**config.mk**
```make
export PLATFORM = sky130hd
export DESIGN_NAME = dfcs_top
export DESIGN_NICKNAME = d
export VERILOG_FILES = /design/src/inc/dfcs_pkg.sv /design/src/inc/dfcs_tick_if.sv /design/src/hw/dfcs_tick.sv /design/src/hw/dfcs_top.sv
export SDC_FILE = /design/constraint.sdc
export NUM_CORES = 1
export LEC_CHECK = 0
export ABC_AREA = 0
export BUFFER_PORTS_ARGS = -buffer_cell sky130_fd_sc_hd__buf_2
export CAP_MARGIN = 20
export CORE_ASPECT_RATIO = 1.1
export CORE_MARGIN = 2
export CORE_UTILIZATION = 66
export CTS_CLUSTER_DIAMETER = 80
export CTS_CLUSTER_SIZE = 30
export DETAILED_ROUTE_END_ITERATION = 8
export PLACE_DENSITY = 0.89
export SYNTH_ARGS = -nofsm -noshare
export SYNTH_HDL_FRONTEND = slang
export SYNTH_SLANG_ARGS = --single-unit
```
**constraint.sdc**
```tcl
create_clock -name clk_sys -period 13.56 [get_ports clk_sys]
set_input_delay 2.712 -clock clk_sys [delete_from_list [all_inputs] [get_ports clk_sys]]
set_output_delay 2.712 -clock clk_sys [all_outputs]
set_load 0.01 [all_outputs]
```
**src/inc/dfcs_pkg.sv**
```systemverilog
package dfcs_pkg;
  // ----------------------------------------
  // data types
  // ----------------------------------------
  typedef logic [15:0] dfcs_freq_t;
  typedef logic [4:0] dfcs_code_t;

  typedef enum logic [1:0] {
    ST_IDLE        = 2'b00,
    ST_START_BRAKE = 2'b01,
    ST_RUN         = 2'b10
  } dfcs_state_t;

  // ----------------------------------------
  // terminal function codes
  // ----------------------------------------
  localparam dfcs_code_t FC_JOG = 5'h04;
  localparam dfcs_code_t FC_DC_BRAKE = 5'h0B;
  localparam dfcs_code_t FC_UP = 5'h0F;
  localparam dfcs_code_t FC_DOWN = 5'h10;
  localparam dfcs_code_t FC_UD_CLEAR = 5'h19;
  localparam dfcs_code_t FC_JOG_FWD = 5'h1A;
  localparam dfcs_code_t FC_JOG_REV = 5'h1B;

  localparam logic [3:0] FRQ_METHOD_UPDOWN = 4'h8;
  localparam logic [1:0] UD_MODE_RAMP = 2'h0;
  localparam logic [1:0] UD_MODE_STEP = 2'h1;
  localparam logic [1:0] UD_MODE_COMBO = 2'h2;

  // ----------------------------------------
  // documented defaults (0.01 Hz, percent)
  // ----------------------------------------
  localparam logic [7:0] START_BRAKE_LEVEL_DEF = 8'h32;
  localparam dfcs_freq_t JOG_FREQ_DEF = 16'h03E8;
  localparam dfcs_freq_t MAX_FREQ_DEF = 16'h1770;
  localparam dfcs_freq_t UD_STEP_DEF = 16'h0000;

  // ----------------------------------------
  // time base
  // ----------------------------------------
  localparam int CLK_HZ = 25000000;
  localparam int TICK_PERIOD_MS = 10;
  localparam int TICK_CYCLES = CLK_HZ / 1000 * TICK_PERIOD_MS;
  localparam int BRAKE_UNIT_MS = 100;
  localparam logic [5:0] BRAKE_TICKS_PER_UNIT = 6'(BRAKE_UNIT_MS / TICK_PERIOD_MS);
  localparam int HOLD_TIME_MS = 3000;
  localparam logic [8:0] HOLD_TICKS = 9'(HOLD_TIME_MS / TICK_PERIOD_MS);
endpackage

```
**src/inc/dfcs_tick_if.sv**
```systemverilog
`timescale 1ns/1ps
interface dfcs_tick_if;
  logic tick;
  modport src (output tick);
  modport snk (input tick);
endinterface
```
**src/hw/dfcs_tick.sv**
```systemverilog
`timescale 1ns/1ps
module dfcs_tick #(
  parameter int TICK_CYCLES = 250000
) (
  // clock and reset
  input wire logic clk_sys,
  input wire logic reset,
  // tick out
  dfcs_tick_if.src tif
);
  logic [17:0] cnt_reg;
  logic tick_reg;

  always_ff @(posedge clk_sys or posedge reset) begin
    if (reset) begin
      cnt_reg <= 18'h00000;
      tick_reg <= 1'b0;
    end else if (cnt_reg == 18'(TICK_CYCLES - 1)) begin
      cnt_reg <= 18'h00000;
      tick_reg <= 1'b1;
    end else begin
      cnt_reg <= cnt_reg + 18'h00001;
      tick_reg <= 1'b0;
    end
  end

  assign tif.tick = tick_reg;
endmodule

```
**src/hw/dfcs_top.sv**
```systemverilog
// Notes on behaviour
// - start brake level is a percent of rated current, 0..200, default 50.
// - at start, hold dc brake for the start brake time, then accelerate.
// - zero level or zero time skips the start brake phase.
// - terminal code 11 brakes with the start level while stopped.
// - terminal code 4 runs at the jog frequency, 0..400 Hz, default 10 Hz.
// - jog frequency only accepted between start and maximum frequency.
// - jog overrides multi-step, up-down and 3-wire references.
// - up-down works only with frequency method 8.
// - code 15 up, 16 down, 25 clears the saved up-down frequency.
// - save select 1 stores the frequency before stop; 0 stores nothing.
// - clear input wipes the saved frequency while saving is enabled.
// - clear is ignored while up or down is held.
// - mode 0 ramps up to upper limit, down to lower limit, while held.
// - mode 1 steps per edge, saves at release, never ramps.
// - mode 1 stop keeps the last release value, never the present one.
// - mode 2 steps per edge, ramps continuously after 3 s held.
// - edge during an unfinished step is ignored; save at release.
// - step 0..400 Hz default 0; mode select 0..2 default 0.
// - below start frequency becomes zero; never above maximum.
`timescale 1ns/1ps
module dfcs_top
  import dfcs_pkg::*;
#(
  parameter int TICK_CYCLES = dfcs_pkg::TICK_CYCLES
) (
  // clock and reset
  input wire logic clk_sys,
  input wire logic reset,
  // terminal pins
  input wire logic [7:0] terminal_pin,
  input wire logic forward_run_command,
  input wire logic reverse_run_command,
  // configuration
  input wire dfcs_pkg::dfcs_code_t [7:0] input_function_code,
  input wire logic [3:0] freq_method,
  input wire logic [7:0] start_brake_level,
  input wire logic [9:0] start_brake_time,
  input wire dfcs_pkg::dfcs_freq_t jog_frequency,
  input wire dfcs_pkg::dfcs_freq_t maximum_frequency,
  input wire dfcs_pkg::dfcs_freq_t start_frequency,
  input wire logic limit_enable,
  input wire dfcs_pkg::dfcs_freq_t high_limit,
  input wire dfcs_pkg::dfcs_freq_t low_limit,
  input wire dfcs_pkg::dfcs_freq_t base_reference,
  input wire dfcs_pkg::dfcs_freq_t ramp_step,
  input wire logic updown_save_select,
  input wire logic [1:0] updown_mode_select,
  input wire dfcs_pkg::dfcs_freq_t updown_step_frequency,
  // drive stage commands
  output dfcs_pkg::dfcs_freq_t freq_command_reg,
  output logic reverse_reg,
  output logic running_reg,
  output logic dc_brake_reg,
  output logic [7:0] dc_brake_level_reg,
  // saved up-down frequency
  output dfcs_pkg::dfcs_freq_t updown_saved_frequency_reg
);
  import dfcs_pkg::*;

  // ----------------------------------------
  // pin synchronisers
  // ----------------------------------------
  logic [9:0] pin_meta_reg;
  logic [9:0] pin_sync_reg;
  always_ff @(posedge clk_sys or posedge reset) begin
    if (reset) begin
      pin_meta_reg <= 10'h000;
      pin_sync_reg <= 10'h000;
    end else begin
      pin_meta_reg <= {reverse_run_command, forward_run_command, terminal_pin};
      pin_sync_reg <= pin_meta_reg;
    end
  end

  dfcs_tick_if tif ();
  dfcs_tick #(.TICK_CYCLES(TICK_CYCLES)) u_tick (
    .clk_sys(clk_sys),
    .reset(reset),
    .tif(tif)
  );
  logic tick;
  assign tick = tif.tick;

  // ----------------------------------------
  // terminal decode
  // ----------------------------------------
  logic [7:0] term;
  logic [7:0] jog_hit, jogf_hit, jogr_hit, dcb_hit, up_hit, dn_hit, clr_hit;
  assign term = pin_sync_reg[7:0];
  genvar gi;
  generate
    for (gi = 0; gi < 8; gi++) begin : g_term
      assign up_hit[gi] = term[gi] && (input_function_code[gi] == FC_UP);
      assign dn_hit[gi] = term[gi] && (input_function_code[gi] == FC_DOWN);
      assign clr_hit[gi] = term[gi] && (input_function_code[gi] == FC_UD_CLEAR);
      assign jog_hit[gi] = term[gi] && (input_function_code[gi] == FC_JOG);
      assign jogf_hit[gi] = term[gi] && (input_function_code[gi] == FC_JOG_FWD);
      assign jogr_hit[gi] = term[gi] && (input_function_code[gi] == FC_JOG_REV);
      assign dcb_hit[gi] = term[gi] && (input_function_code[gi] == FC_DC_BRAKE);
    end
  endgenerate

  logic updown_on, up_act, dn_act, clr_act, jog_ok, jog_req, run_req, dir_rev;
  assign updown_on = (freq_method == FRQ_METHOD_UPDOWN);
  assign up_act = updown_on && (|up_hit);
  assign dn_act = updown_on && (|dn_hit);
  assign clr_act = updown_on && (|clr_hit);
  assign jog_ok = (jog_frequency >= start_frequency) && (jog_frequency <= maximum_frequency);
  assign jog_req = jog_ok && ((|jog_hit) || (|jogf_hit) || (|jogr_hit));
  assign run_req = jog_req || pin_sync_reg[8] || pin_sync_reg[9];
  assign dir_rev = jog_req ? (|jogr_hit) : (pin_sync_reg[9] && !pin_sync_reg[8]);

  // ----------------------------------------
  // run sequencer
  // ----------------------------------------
  dfcs_state_t state_reg;
  logic [15:0] brake_cnt_reg;
  logic [15:0] brake_goal;
  logic brake_skip;
  assign brake_goal = 16'(start_brake_time) * 16'(BRAKE_TICKS_PER_UNIT);
  assign brake_skip = (start_brake_level == 8'h00) || (start_brake_time == 10'h000);

  always_ff @(posedge clk_sys or posedge reset) begin
    if (reset) begin
      state_reg <= ST_IDLE;
      brake_cnt_reg <= 16'h0000;
    end else begin
      case (state_reg)
        ST_IDLE: begin
          brake_cnt_reg <= 16'h0000;
          if (run_req && brake_skip) begin
            state_reg <= ST_RUN;
          end else if (run_req) begin
            state_reg <= ST_START_BRAKE;
          end
        end
        ST_START_BRAKE: begin
          if (!run_req) begin
            state_reg <= ST_IDLE;
          end else if (tick) begin
            brake_cnt_reg <= brake_cnt_reg + 16'h0001;
            if (brake_cnt_reg + 16'h0001 >= brake_goal) begin
              state_reg <= ST_RUN;
            end
          end
        end
        ST_RUN: begin
          if (!run_req) begin
            state_reg <= ST_IDLE;
          end
        end
        default: begin
          state_reg <= ST_IDLE;
        end
      endcase
    end
  end

  // ----------------------------------------
  // up-down reference
  // ----------------------------------------
  function automatic dfcs_freq_t sat_add(dfcs_freq_t a, dfcs_freq_t b, dfcs_freq_t lim);
    logic [16:0] s;
    s = {1'b0, a} + {1'b0, b};
    return (s > {1'b0, lim}) ? lim : s[15:0];
  endfunction

  function automatic dfcs_freq_t sat_sub(dfcs_freq_t a, dfcs_freq_t b, dfcs_freq_t lim);
    logic [16:0] s;
    s = {1'b0, lim} + {1'b0, b};
    return ({1'b0, a} < s) ? lim : (a - b);
  endfunction

  dfcs_freq_t ud_ref_reg;
  logic up_prev_reg, dn_prev_reg, clr_prev_reg;
  logic [8:0] hold_cnt_reg;
  dfcs_freq_t upper, lower;
  logic up_rise, dn_rise, ud_fall, step_busy, ramp_on, run_stop, save_evt, clr_evt;

  assign upper = limit_enable ? high_limit : maximum_frequency;
  assign lower = limit_enable ? low_limit : 16'h0000;
  assign up_rise = up_act && !up_prev_reg;
  assign dn_rise = dn_act && !dn_prev_reg;
  assign ud_fall = (up_prev_reg && !up_act) || (dn_prev_reg && !dn_act);
  // the output ramp is the only measure of step completion
  assign step_busy = (freq_command_reg != ud_ref_reg);
  assign ramp_on = (updown_mode_select == UD_MODE_RAMP) ||
                   ((updown_mode_select == UD_MODE_COMBO) && (hold_cnt_reg == HOLD_TICKS));
  assign run_stop = (state_reg == ST_RUN) && !run_req;
  // mode 1 stop keeps release value
  assign save_evt = updown_on && updown_save_select &&
                    (ud_fall || (run_stop && (updown_mode_select == UD_MODE_RAMP)));
  assign clr_evt = clr_act && !clr_prev_reg && updown_save_select && !up_act && !dn_act;

  always_ff @(posedge clk_sys or posedge reset) begin
    if (reset) begin
      up_prev_reg <= 1'b0;
      dn_prev_reg <= 1'b0;
      clr_prev_reg <= 1'b0;
      hold_cnt_reg <= 9'h000;
    end else begin
      up_prev_reg <= up_act;
      dn_prev_reg <= dn_act;
      clr_prev_reg <= clr_act;
      if (up_act == dn_act) begin
        hold_cnt_reg <= 9'h000;
      end else if (tick && hold_cnt_reg < HOLD_TICKS) begin
        hold_cnt_reg <= hold_cnt_reg + 9'h001;
      end
    end
  end

  always_ff @(posedge clk_sys or posedge reset) begin
    if (reset) begin
      ud_ref_reg <= 16'h0000;
    end else if (state_reg == ST_IDLE && run_req && updown_save_select) begin
      ud_ref_reg <= updown_saved_frequency_reg;
    end else if (updown_on && ramp_on) begin
      if (tick && up_act && !dn_act) begin
        ud_ref_reg <= sat_add(ud_ref_reg, ramp_step, upper);
      end else if (tick && dn_act && !up_act) begin
        ud_ref_reg <= sat_sub(ud_ref_reg, ramp_step, lower);
      end
    end else if (updown_on && !step_busy) begin
      if (up_rise) begin
        ud_ref_reg <= sat_add(ud_ref_reg, updown_step_frequency, upper);
      end else if (dn_rise) begin
        ud_ref_reg <= sat_sub(ud_ref_reg, updown_step_frequency, lower);
      end
    end
  end

  always_ff @(posedge clk_sys or posedge reset) begin
    if (reset) begin
      updown_saved_frequency_reg <= 16'h0000;
    end else if (save_evt) begin
      // save at release, set beats clear
      updown_saved_frequency_reg <= ud_ref_reg;
    end else if (clr_evt) begin
      updown_saved_frequency_reg <= 16'h0000;
    end
  end

  // ----------------------------------------
  // reference select and output ramp
  // ----------------------------------------
  dfcs_freq_t ref_sel, target;
  assign ref_sel = jog_req ? jog_frequency : (updown_on ? ud_ref_reg : base_reference);
  always_comb begin
    target = 16'h0000;
    if (state_reg == ST_RUN && run_req) begin
      if (ref_sel > maximum_frequency) begin
        target = maximum_frequency;
      end else if (ref_sel >= start_frequency) begin
        target = ref_sel;
      end
    end
  end

  always_ff @(posedge clk_sys or posedge reset) begin
    if (reset) begin
      freq_command_reg <= 16'h0000;
    end else if (ramp_step == 16'h0000) begin
      freq_command_reg <= target;
    end else if (tick && freq_command_reg < target) begin
      freq_command_reg <= sat_add(freq_command_reg, ramp_step, target);
    end else if (tick && freq_command_reg > target) begin
      freq_command_reg <= sat_sub(freq_command_reg, ramp_step, target);
    end
  end

  // ----------------------------------------
  // brake and direction outputs
  // ----------------------------------------
  logic brake_on;
  assign brake_on = (state_reg == ST_START_BRAKE) ||
                    (state_reg == ST_IDLE && !run_req && (|dcb_hit));
  always_ff @(posedge clk_sys or posedge reset) begin
    if (reset) begin
      dc_brake_reg <= 1'b0;
      dc_brake_level_reg <= 8'h00;
      reverse_reg <= 1'b0;
      running_reg <= 1'b0;
    end else begin
      dc_brake_reg <= brake_on;
      dc_brake_level_reg <= brake_on ? start_brake_level : 8'h00;
      reverse_reg <= run_req ? dir_rev : reverse_reg;
      running_reg <= (state_reg == ST_RUN);
    end
  end
endmodule

```
# [Word level (Yosys, flattened, before mapping)]
# Cells that the tools add are included.
[op_classes] muxes=41 n_mul=1 n_eq_ne=71 addsub=12 n_lt_le_gt_ge=14 n_reduce_logical=128
[ops] operator="two-way mux 16 bit" n=27
[ops] operator="== test 5 bit, second input constant" n=32
[ops] operator="adder 16 x 16 -> 17 bit" n=6
[ops] operator="logical AND 1 bit" n=90
[ops] operator="== test 5 x 4 -> 1 bit, second input constant" n=16
[ops] operator="OR reduction 8 bit" n=7
[ops] operator="greater-than comparator 17 x 16 -> 1 bit" n=3
[ops] operator="< comparator 16 x 17 -> 1 bit" n=3
[ops] operator="subtractor 16 bit" n=3
[ops] operator="== test 5 x 3 -> 1 bit, second input constant" n=8
[ops] operator=">= comparator 16 bit" n=2
[ops] operator="greater-than comparator 16 bit" n=2
[ops] operator="one-hot mux 16 bit (2 select lines)" n=1
[ops] operator="adder 18 x 1 -> 18 bit, second input constant" n=1
[ops] operator="== test 18 bit, second input constant" n=1
[ops] operator="two-way mux 18 bit" n=1
[ops] operator="two-way mux 9 bit" n=2
[ops] operator="adder 16 x 1 -> 16 bit, second input constant" n=1
[ops] operator=">= comparator 16 x 14 -> 1 bit" n=1
[ops] operator="<= comparator 16 bit" n=1
[ops] operator="logical NOT 16 bit" n=1
[ops] operator="< comparator 16 bit" n=1
[ops] operator="!= test 16 bit" n=1
[ops] operator="multiplier 10 x 3 -> 13 bit, second input constant" n=1
[ops] operator="26 further kinds" n=55
[totals] elab_cells=284 out_inout_bits=43 regBits=128

# [Logic depth before layout (Yosys ltp)]
[depth] depth_word=17 depth_mapped=45 ltp_nobuf=41

# [Modules after synthesis]
# From an unflattened synthesis, not the netlist that was laid out.
[hier_totals] hier_cells=2461 hier_area_um2=19550.0
[by_module_without_submodules] mod="dfcs_top" cells_each=2378 n_inst=1 area_per_inst_um2=18639.1 seq_area_each_um2=2727.6
[by_module_without_submodules] mod="dfcs_tick" cells_each=83 n_inst=1 area_per_inst_um2=910.9 seq_area_each_um2=475.5

# [Worst setup path before layout]
# Ideal clock, no wire load.
[synth_timing] path_kind="input to register" startpoint="in maximum_frequency[14]" endpoint="reg freq_command_reg[14]" stages=45 setup_time_ns=0.120 t_arrival_ns=11.079 setup_slack_ns=2.361 path_cell_list="inv_1 > ha_1 > a21oi_1 > nand2_1 > a221o_1 > o31a_1 > a211oi_4 > buf_2 > nand2_1 > o21ai_0 > ha_1 > a21o_1 > a21o_1 > a21o_1 > a211oi_1 > o21ai_0 > o2bb2ai_1 > nor2_1 > [9 not listed] > o21ai_0 > a211oi_1 > nor2_1 > or4_1 > nand2_1 > a311oi_1 > ha_1 > nor3_1 > o21ai_0 > or4b_2 > a21oi_1 > nor3_1 > o21ai_1 > and2_1 > clkbuf_1 > clkbuf_1 > o31ai_1 > o211a_1"
[synth_via] elab_chain_cells=14 elab_cells_between_ends=25 classes_between="add/sub (1); order compare (7); mux (9); reduce/logical (8)"
[synth_lines] element="start, declared" line_no="dfcs_top.sv:40" text="input wire dfcs_pkg::dfcs_freq_t maximum_frequency,"
[synth_lines] element="<= comparator 16 bit" line_no="dfcs_top.sv:109" text="assign jog_ok = (jog_frequency >= start_frequency) && (jog_frequency <= maximum_frequency);"
[synth_lines] element="logical AND 1 bit" line_no="dfcs_top.sv:109"
[synth_lines] element="logical AND 1 bit" line_no="dfcs_top.sv:110" text="assign jog_req = jog_ok && ((|jog_hit) || (|jogf_hit) || (|jogr_hit));"
[synth_lines] element="two-way mux 16 bit" line_no="dfcs_top.sv:249" text="assign ref_sel = jog_req ? jog_frequency : (updown_on ? ud_ref_reg : base_reference);"
[synth_lines] element=">= comparator 16 bit" line_no="dfcs_top.sv:255" text="end else if (ref_sel >= start_frequency) begin"
[synth_lines] element="two-way mux 16 bit" line_no="dfcs_top.sv:255"
[synth_lines] element="two-way mux 16 bit" line_no="dfcs_top.sv:253" text="if (ref_sel > maximum_frequency) begin"
[synth_lines] element="two-way mux 16 bit *" line_no="dfcs_top.sv:252" text="if (state_reg == ST_RUN && run_req) begin"
[synth_lines] element="adder 16 x 16 -> 17 bit" line_no="dfcs_top.sv:171" text="s = {1'b0, lim} + {1'b0, b};"
[synth_lines] element="< comparator 16 x 17 -> 1 bit" line_no="dfcs_top.sv:172" text="return ({1'b0, a} < s) ? lim : (a - b);"
[synth_lines] element="two-way mux 16 bit" line_no="dfcs_top.sv:172"
[synth_lines] element="two-way mux 16 bit" line_no="dfcs_top.sv:268" text="end else if (tick && freq_command_reg > target) begin"
[synth_lines] element="two-way mux 16 bit" line_no="dfcs_top.sv:266" text="end else if (tick && freq_command_reg < target) begin"
[synth_lines] element="two-way mux 16 bit" line_no="dfcs_top.sv:264" text="end else if (ramp_step == 16'h0000) begin"
[synth_lines] element="end signal, assigned" line_no="dfcs_top.sv:265" text="freq_command_reg <= target;"
[synth_lines] element="end signal, assigned" line_no="dfcs_top.sv:267" text="freq_command_reg <= sat_add(freq_command_reg, ramp_step, target);"
[synth_lines] element="end signal, assigned" line_no="dfcs_top.sv:269" text="freq_command_reg <= sat_sub(freq_command_reg, ramp_step, target);"
[synth_lines] element="end, declared" line_no="dfcs_top.sv:51" text="output dfcs_pkg::dfcs_freq_t freq_command_reg,"
# Mark *: on every way between the ends. The rest lies on a longest branch, timed or not. The select of a mux whose other input is x is not followed.
# A chain may end at the register's enable or synchronous reset.

# [Worst setup path in the final report]
[layout_timing] startpoint="in maximum_frequency[7]" endpoint="reg freq_command_reg[14]"
# Same word-level chain as after synthesis.

==> impl_metrics.tcl <==
set metrics [dict create \
    report.final.hold_viol_count 0 \
    fin_util_pct 74.6 \
    r2r-end "freq_command_reg[14]" \
    avgSynthCellArea_um2 7.82 \
    switching_share_pct 50.1 \
    clockBufferDepth 2 \
    fmaxAchievable_ghz 0.0837 \
    boundaryPins 249 \
    synth_seq_cells 128 \
    clockRootBuffer "clkbuf_16" \
    cp-end-kind "register" \
    drt_iter0_drc 2585 \
    rows 65 \
    worstSetupEndpoint "freq_command_reg[14]" \
    drv_slew 0 \
    wl_per_cell_um 23.4 \
    cts_resized 0 \
    placed_area_mm2 0.0208 \
    largest_reg_flops 18 \
    critical_path_class "input port to register" \
    startpoint_type "input port" \
    ys_async_sr_fraction_pct 100 \
    setup_viol 0 \
    p_int_w 0.00141 \
    crit_arrival_ps 12270 \
    antenna_found_initial 6 \
    postRouteAntennaNets 0 \
    timing.rr.start "pin_sync_reg[6]" \
    wl_um 71400 \
    instances_no_fill 3058 \
    holdWs_ps 346 \
    cp_common_cell "a21oi_1" \
    gp_congestion 1.04 \
    min_path_type "register to register" \
    ir_drop_mv 0.118 \
    drive_gt1_share_pct 12.4 \
    start_util_pct 67.1 \
    min_period_ps 11950 \
    core_mm2 0.0287 \
    die_area_mm2 0.0306 \
    clock_latency_ps 440 \
    synth_warnings 0 \
    tns_ps 0 \
    first_pass_iters 7 \
    cp.required_ps 13880 \
    grt_max_degree 73 \
    cp-startpoint "maximum_frequency[7]" \
    io_buffers 248 \
    synth_enable_flop_cells 0 \
    status "completed" \
    fin_skew_ps 13.1 \
    crit_slowest_cell "or4b_2" \
    p_per_area_mw_per_mm2 132 \
    drv_cap 0 \
    cts_made_buffers 17 \
    worstPathMaxFanout 28 \
    final_nets 3238 \
    timing.final.crit_share_pct 88.1 \
    htreeDepth 4 \
    yosysSeqAreaShare_pct 16.6 \
    path_clk_slew_ps 60 \
    slowest_delay_ps 610 \
    synthDistinctLibCells 83 \
    clockPowerShare_pct 16.4 \
    cts_tree "yes" \
    slew_headroom_pct 26.5 \
    worst_slew_pin_slew_ps 1070 \
    syn2layout_area_growth_pct 11.2 \
    p_comb_share_pct 65.2 \
    p_seq_share_pct 18.4 \
    placed_cells 3024 \
    postCtsSetupBuffers 0 \
    synth_nets 3026 \
    grt_pass1_vias 20000 \
    syn_area_mm2 0.0193 \
    rr_worst_depth 40 \
    p_sw_w 0.00142 \
    dpl.hpwl_um 56200 \
    syn_inst 2463 \
    via_per_inst 6.82 \
    grt_setup_unrepaired "false" \
    die_w_um 167 \
    synthFlopType "dfrtp_1" \
    cts_sinks 128 \
    vias 20900 \
    leakagePower_nw 10.6 \
    die_h_um 183 \
    grt_pass1_wl_um 109000 \
    grt-ovfl-total 0 \
    r2r_slack_ps 3670 \
    drc 0 \
    final_area_mm2 0.0214 \
    track_usage_pct 45.6 \
    cts_hold_buf 0 \
]
[cell usage after synthesis (7+ instances only)]
library cell	count	area share, %
o2111ai_1	10	0.45
o31ai_1	21	0.82
ha_1	347	23
nor3_1	61	1.6
xnor2_1	94	4.3
a21o_1	39	1.5
fa_1	10	1.0
a211oi_1	33	1.3
or3_1	25	0.81
o22ai_1	19	0.62
nor2b_1	39	1.3
dfrtp_1	128	17
nor4_1	22	0.71
a21oi_1	171	4.4
o2bb2ai_1	8	0.36
o21bai_1	14	0.55
clkbuf_1	65	1.3
a31oi_1	24	0.78
nand3b_1	7	0.27
nand3_1	66	1.7
xor2_1	70	3.2
o211ai_1	23	0.90
nand4b_1	9	0.41
o31a_1	7	0.32
nor3b_1	9	0.35
nand4_1	43	1.4
mux2_2	8	0.47
nor2_1	190	3.7
a22o_1	15	0.68
o41ai_1	9	0.41
inv_1	167	3.3
a22oi_1	12	0.47
buf_2	7	0.18
nand2_1	217	4.2
o21ai_0	174	4.5
and2_1	34	1.1
o21a_1	13	0.51
nand2b_1	62	2.0
a221oi_1	19	0.86
mux2i_1	45	2.3
and3_1	20	0.65
[placed cells by master, fill, tap and decap left out, types with 10 or more instances in the layout]
| master | instances |
|---|---|
| a211oi_1 | 33 |
| a21o_1 | 39 |
| a21oi_1 | 171 |
| a221oi_1 | 19 |
| a22o_1 | 15 |
| a22oi_1 | 12 |
| a31oi_1 | 24 |
| and2_1 | 34 |
| and3_1 | 20 |
| buf_2 | 248 |
| buf_4 | 22 |
| clkbuf_16 | 17 |
| dfrtp_1 | 128 |
| fa_1 | 10 |
| ha_1 | 347 |
| inv_1 | 166 |
| mux2i_1 | 45 |
| nand2_1 | 217 |
| nand2b_1 | 62 |
| nand3_1 | 66 |
| nand4_1 | 43 |
| nor2_1 | 190 |
| nor2b_1 | 39 |
| nor3_1 | 61 |
| nor4_1 | 22 |
| o2111ai_1 | 10 |
| o211ai_1 | 23 |
| o21a_1 | 13 |
| o21ai_0 | 173 |
| o21bai_1 | 14 |
| o22ai_1 | 19 |
| o31ai_1 | 21 |
| or3_1 | 25 |
| xnor2_1 | 94 |
| xor2_1 | 70 |
[layer usage]
metal	track usage [%]	wire, µm	vias to the layer above
met5	0	41	-
met4	25.0	4560	6
met3	8.68	8460	300
met2	72.0	31000	1361
met1	59.0	27400	9776
li1	-	-	9419
[worst min-delay path by stage]
stage | startpoint | endpoint | cells after the start
5_1_grt | pin_meta_reg[5] | pin_sync_reg[5] | 0
2_1_floorplan | pin_meta_reg[0] | pin_sync_reg[0] | 0
3_3_place_gp | pin_meta_reg[0] | pin_sync_reg[0] | 0
4_1_cts | pin_meta_reg[5] | pin_sync_reg[5] | 0
3_5_place_dp | pin_meta_reg[5] | pin_sync_reg[5] | 0
6_report | pin_meta_reg[5] | pin_sync_reg[5] | 0
[metrics by stage]
| stage | total power (W) | worst slack [ps] |
|---|---|---|
| final | 0.00283 | 1610 |
| after global routing | 0.00300 | 1120 |
| after floorplan | 0.00175 | 2360 |
| after CTS | 0.00275 | 1810 |
| after detailed placement | 0.00228 | 1420 |
| after global placement | 0.00222 | 1630 |
[cell families after synthesis]
family	after synthesis	share of synthesized area [%]
xor+xnor	164	7.45
buf+inv	244	4.84
mux	53	2.81
simple gates	841	21.9
fa+ha+maj	357	23.6
compound gates	676	22.8
flops	128	16.6
[power by group through the flow]
stage	clock, W	combinational, W	sequential, W
2_1_floorplan	0	0.00127	0.000480
3_3_place_gp	0	0.00171	0.000514
3_5_place_dp	0	0.00176	0.000515
4_1_cts	0.000461	0.00178	0.000509
5_1_grt	0.000481	0.00200	0.000515
6_report	0.000464	0.00184	0.000521
[worst max-delay path, delay by kind of cell]
kind | cells | cell delay [ps]
fa+ha+maj | 4 | 1110
compound gates | 24 | 4870
simple gates | 10 | 2490
buf+inv | 6 | 1100
[layout make-up]
class / instances / area, µm²
Antenna cell: 2 / 5.00
Clock buffer: 22 / 464
Clock inverter: 10 / 111
Fill cell: 2289 / 7290
Inverter: 167 / 629
Multi-Input combinational cell: 2091 / 15100
Sequential cell: 128 / 3200
Tap cell: 368 / 460
Timing Repair Buffer: 270 / 1410
Note: power is estimated with default switching activity, not from simulation.
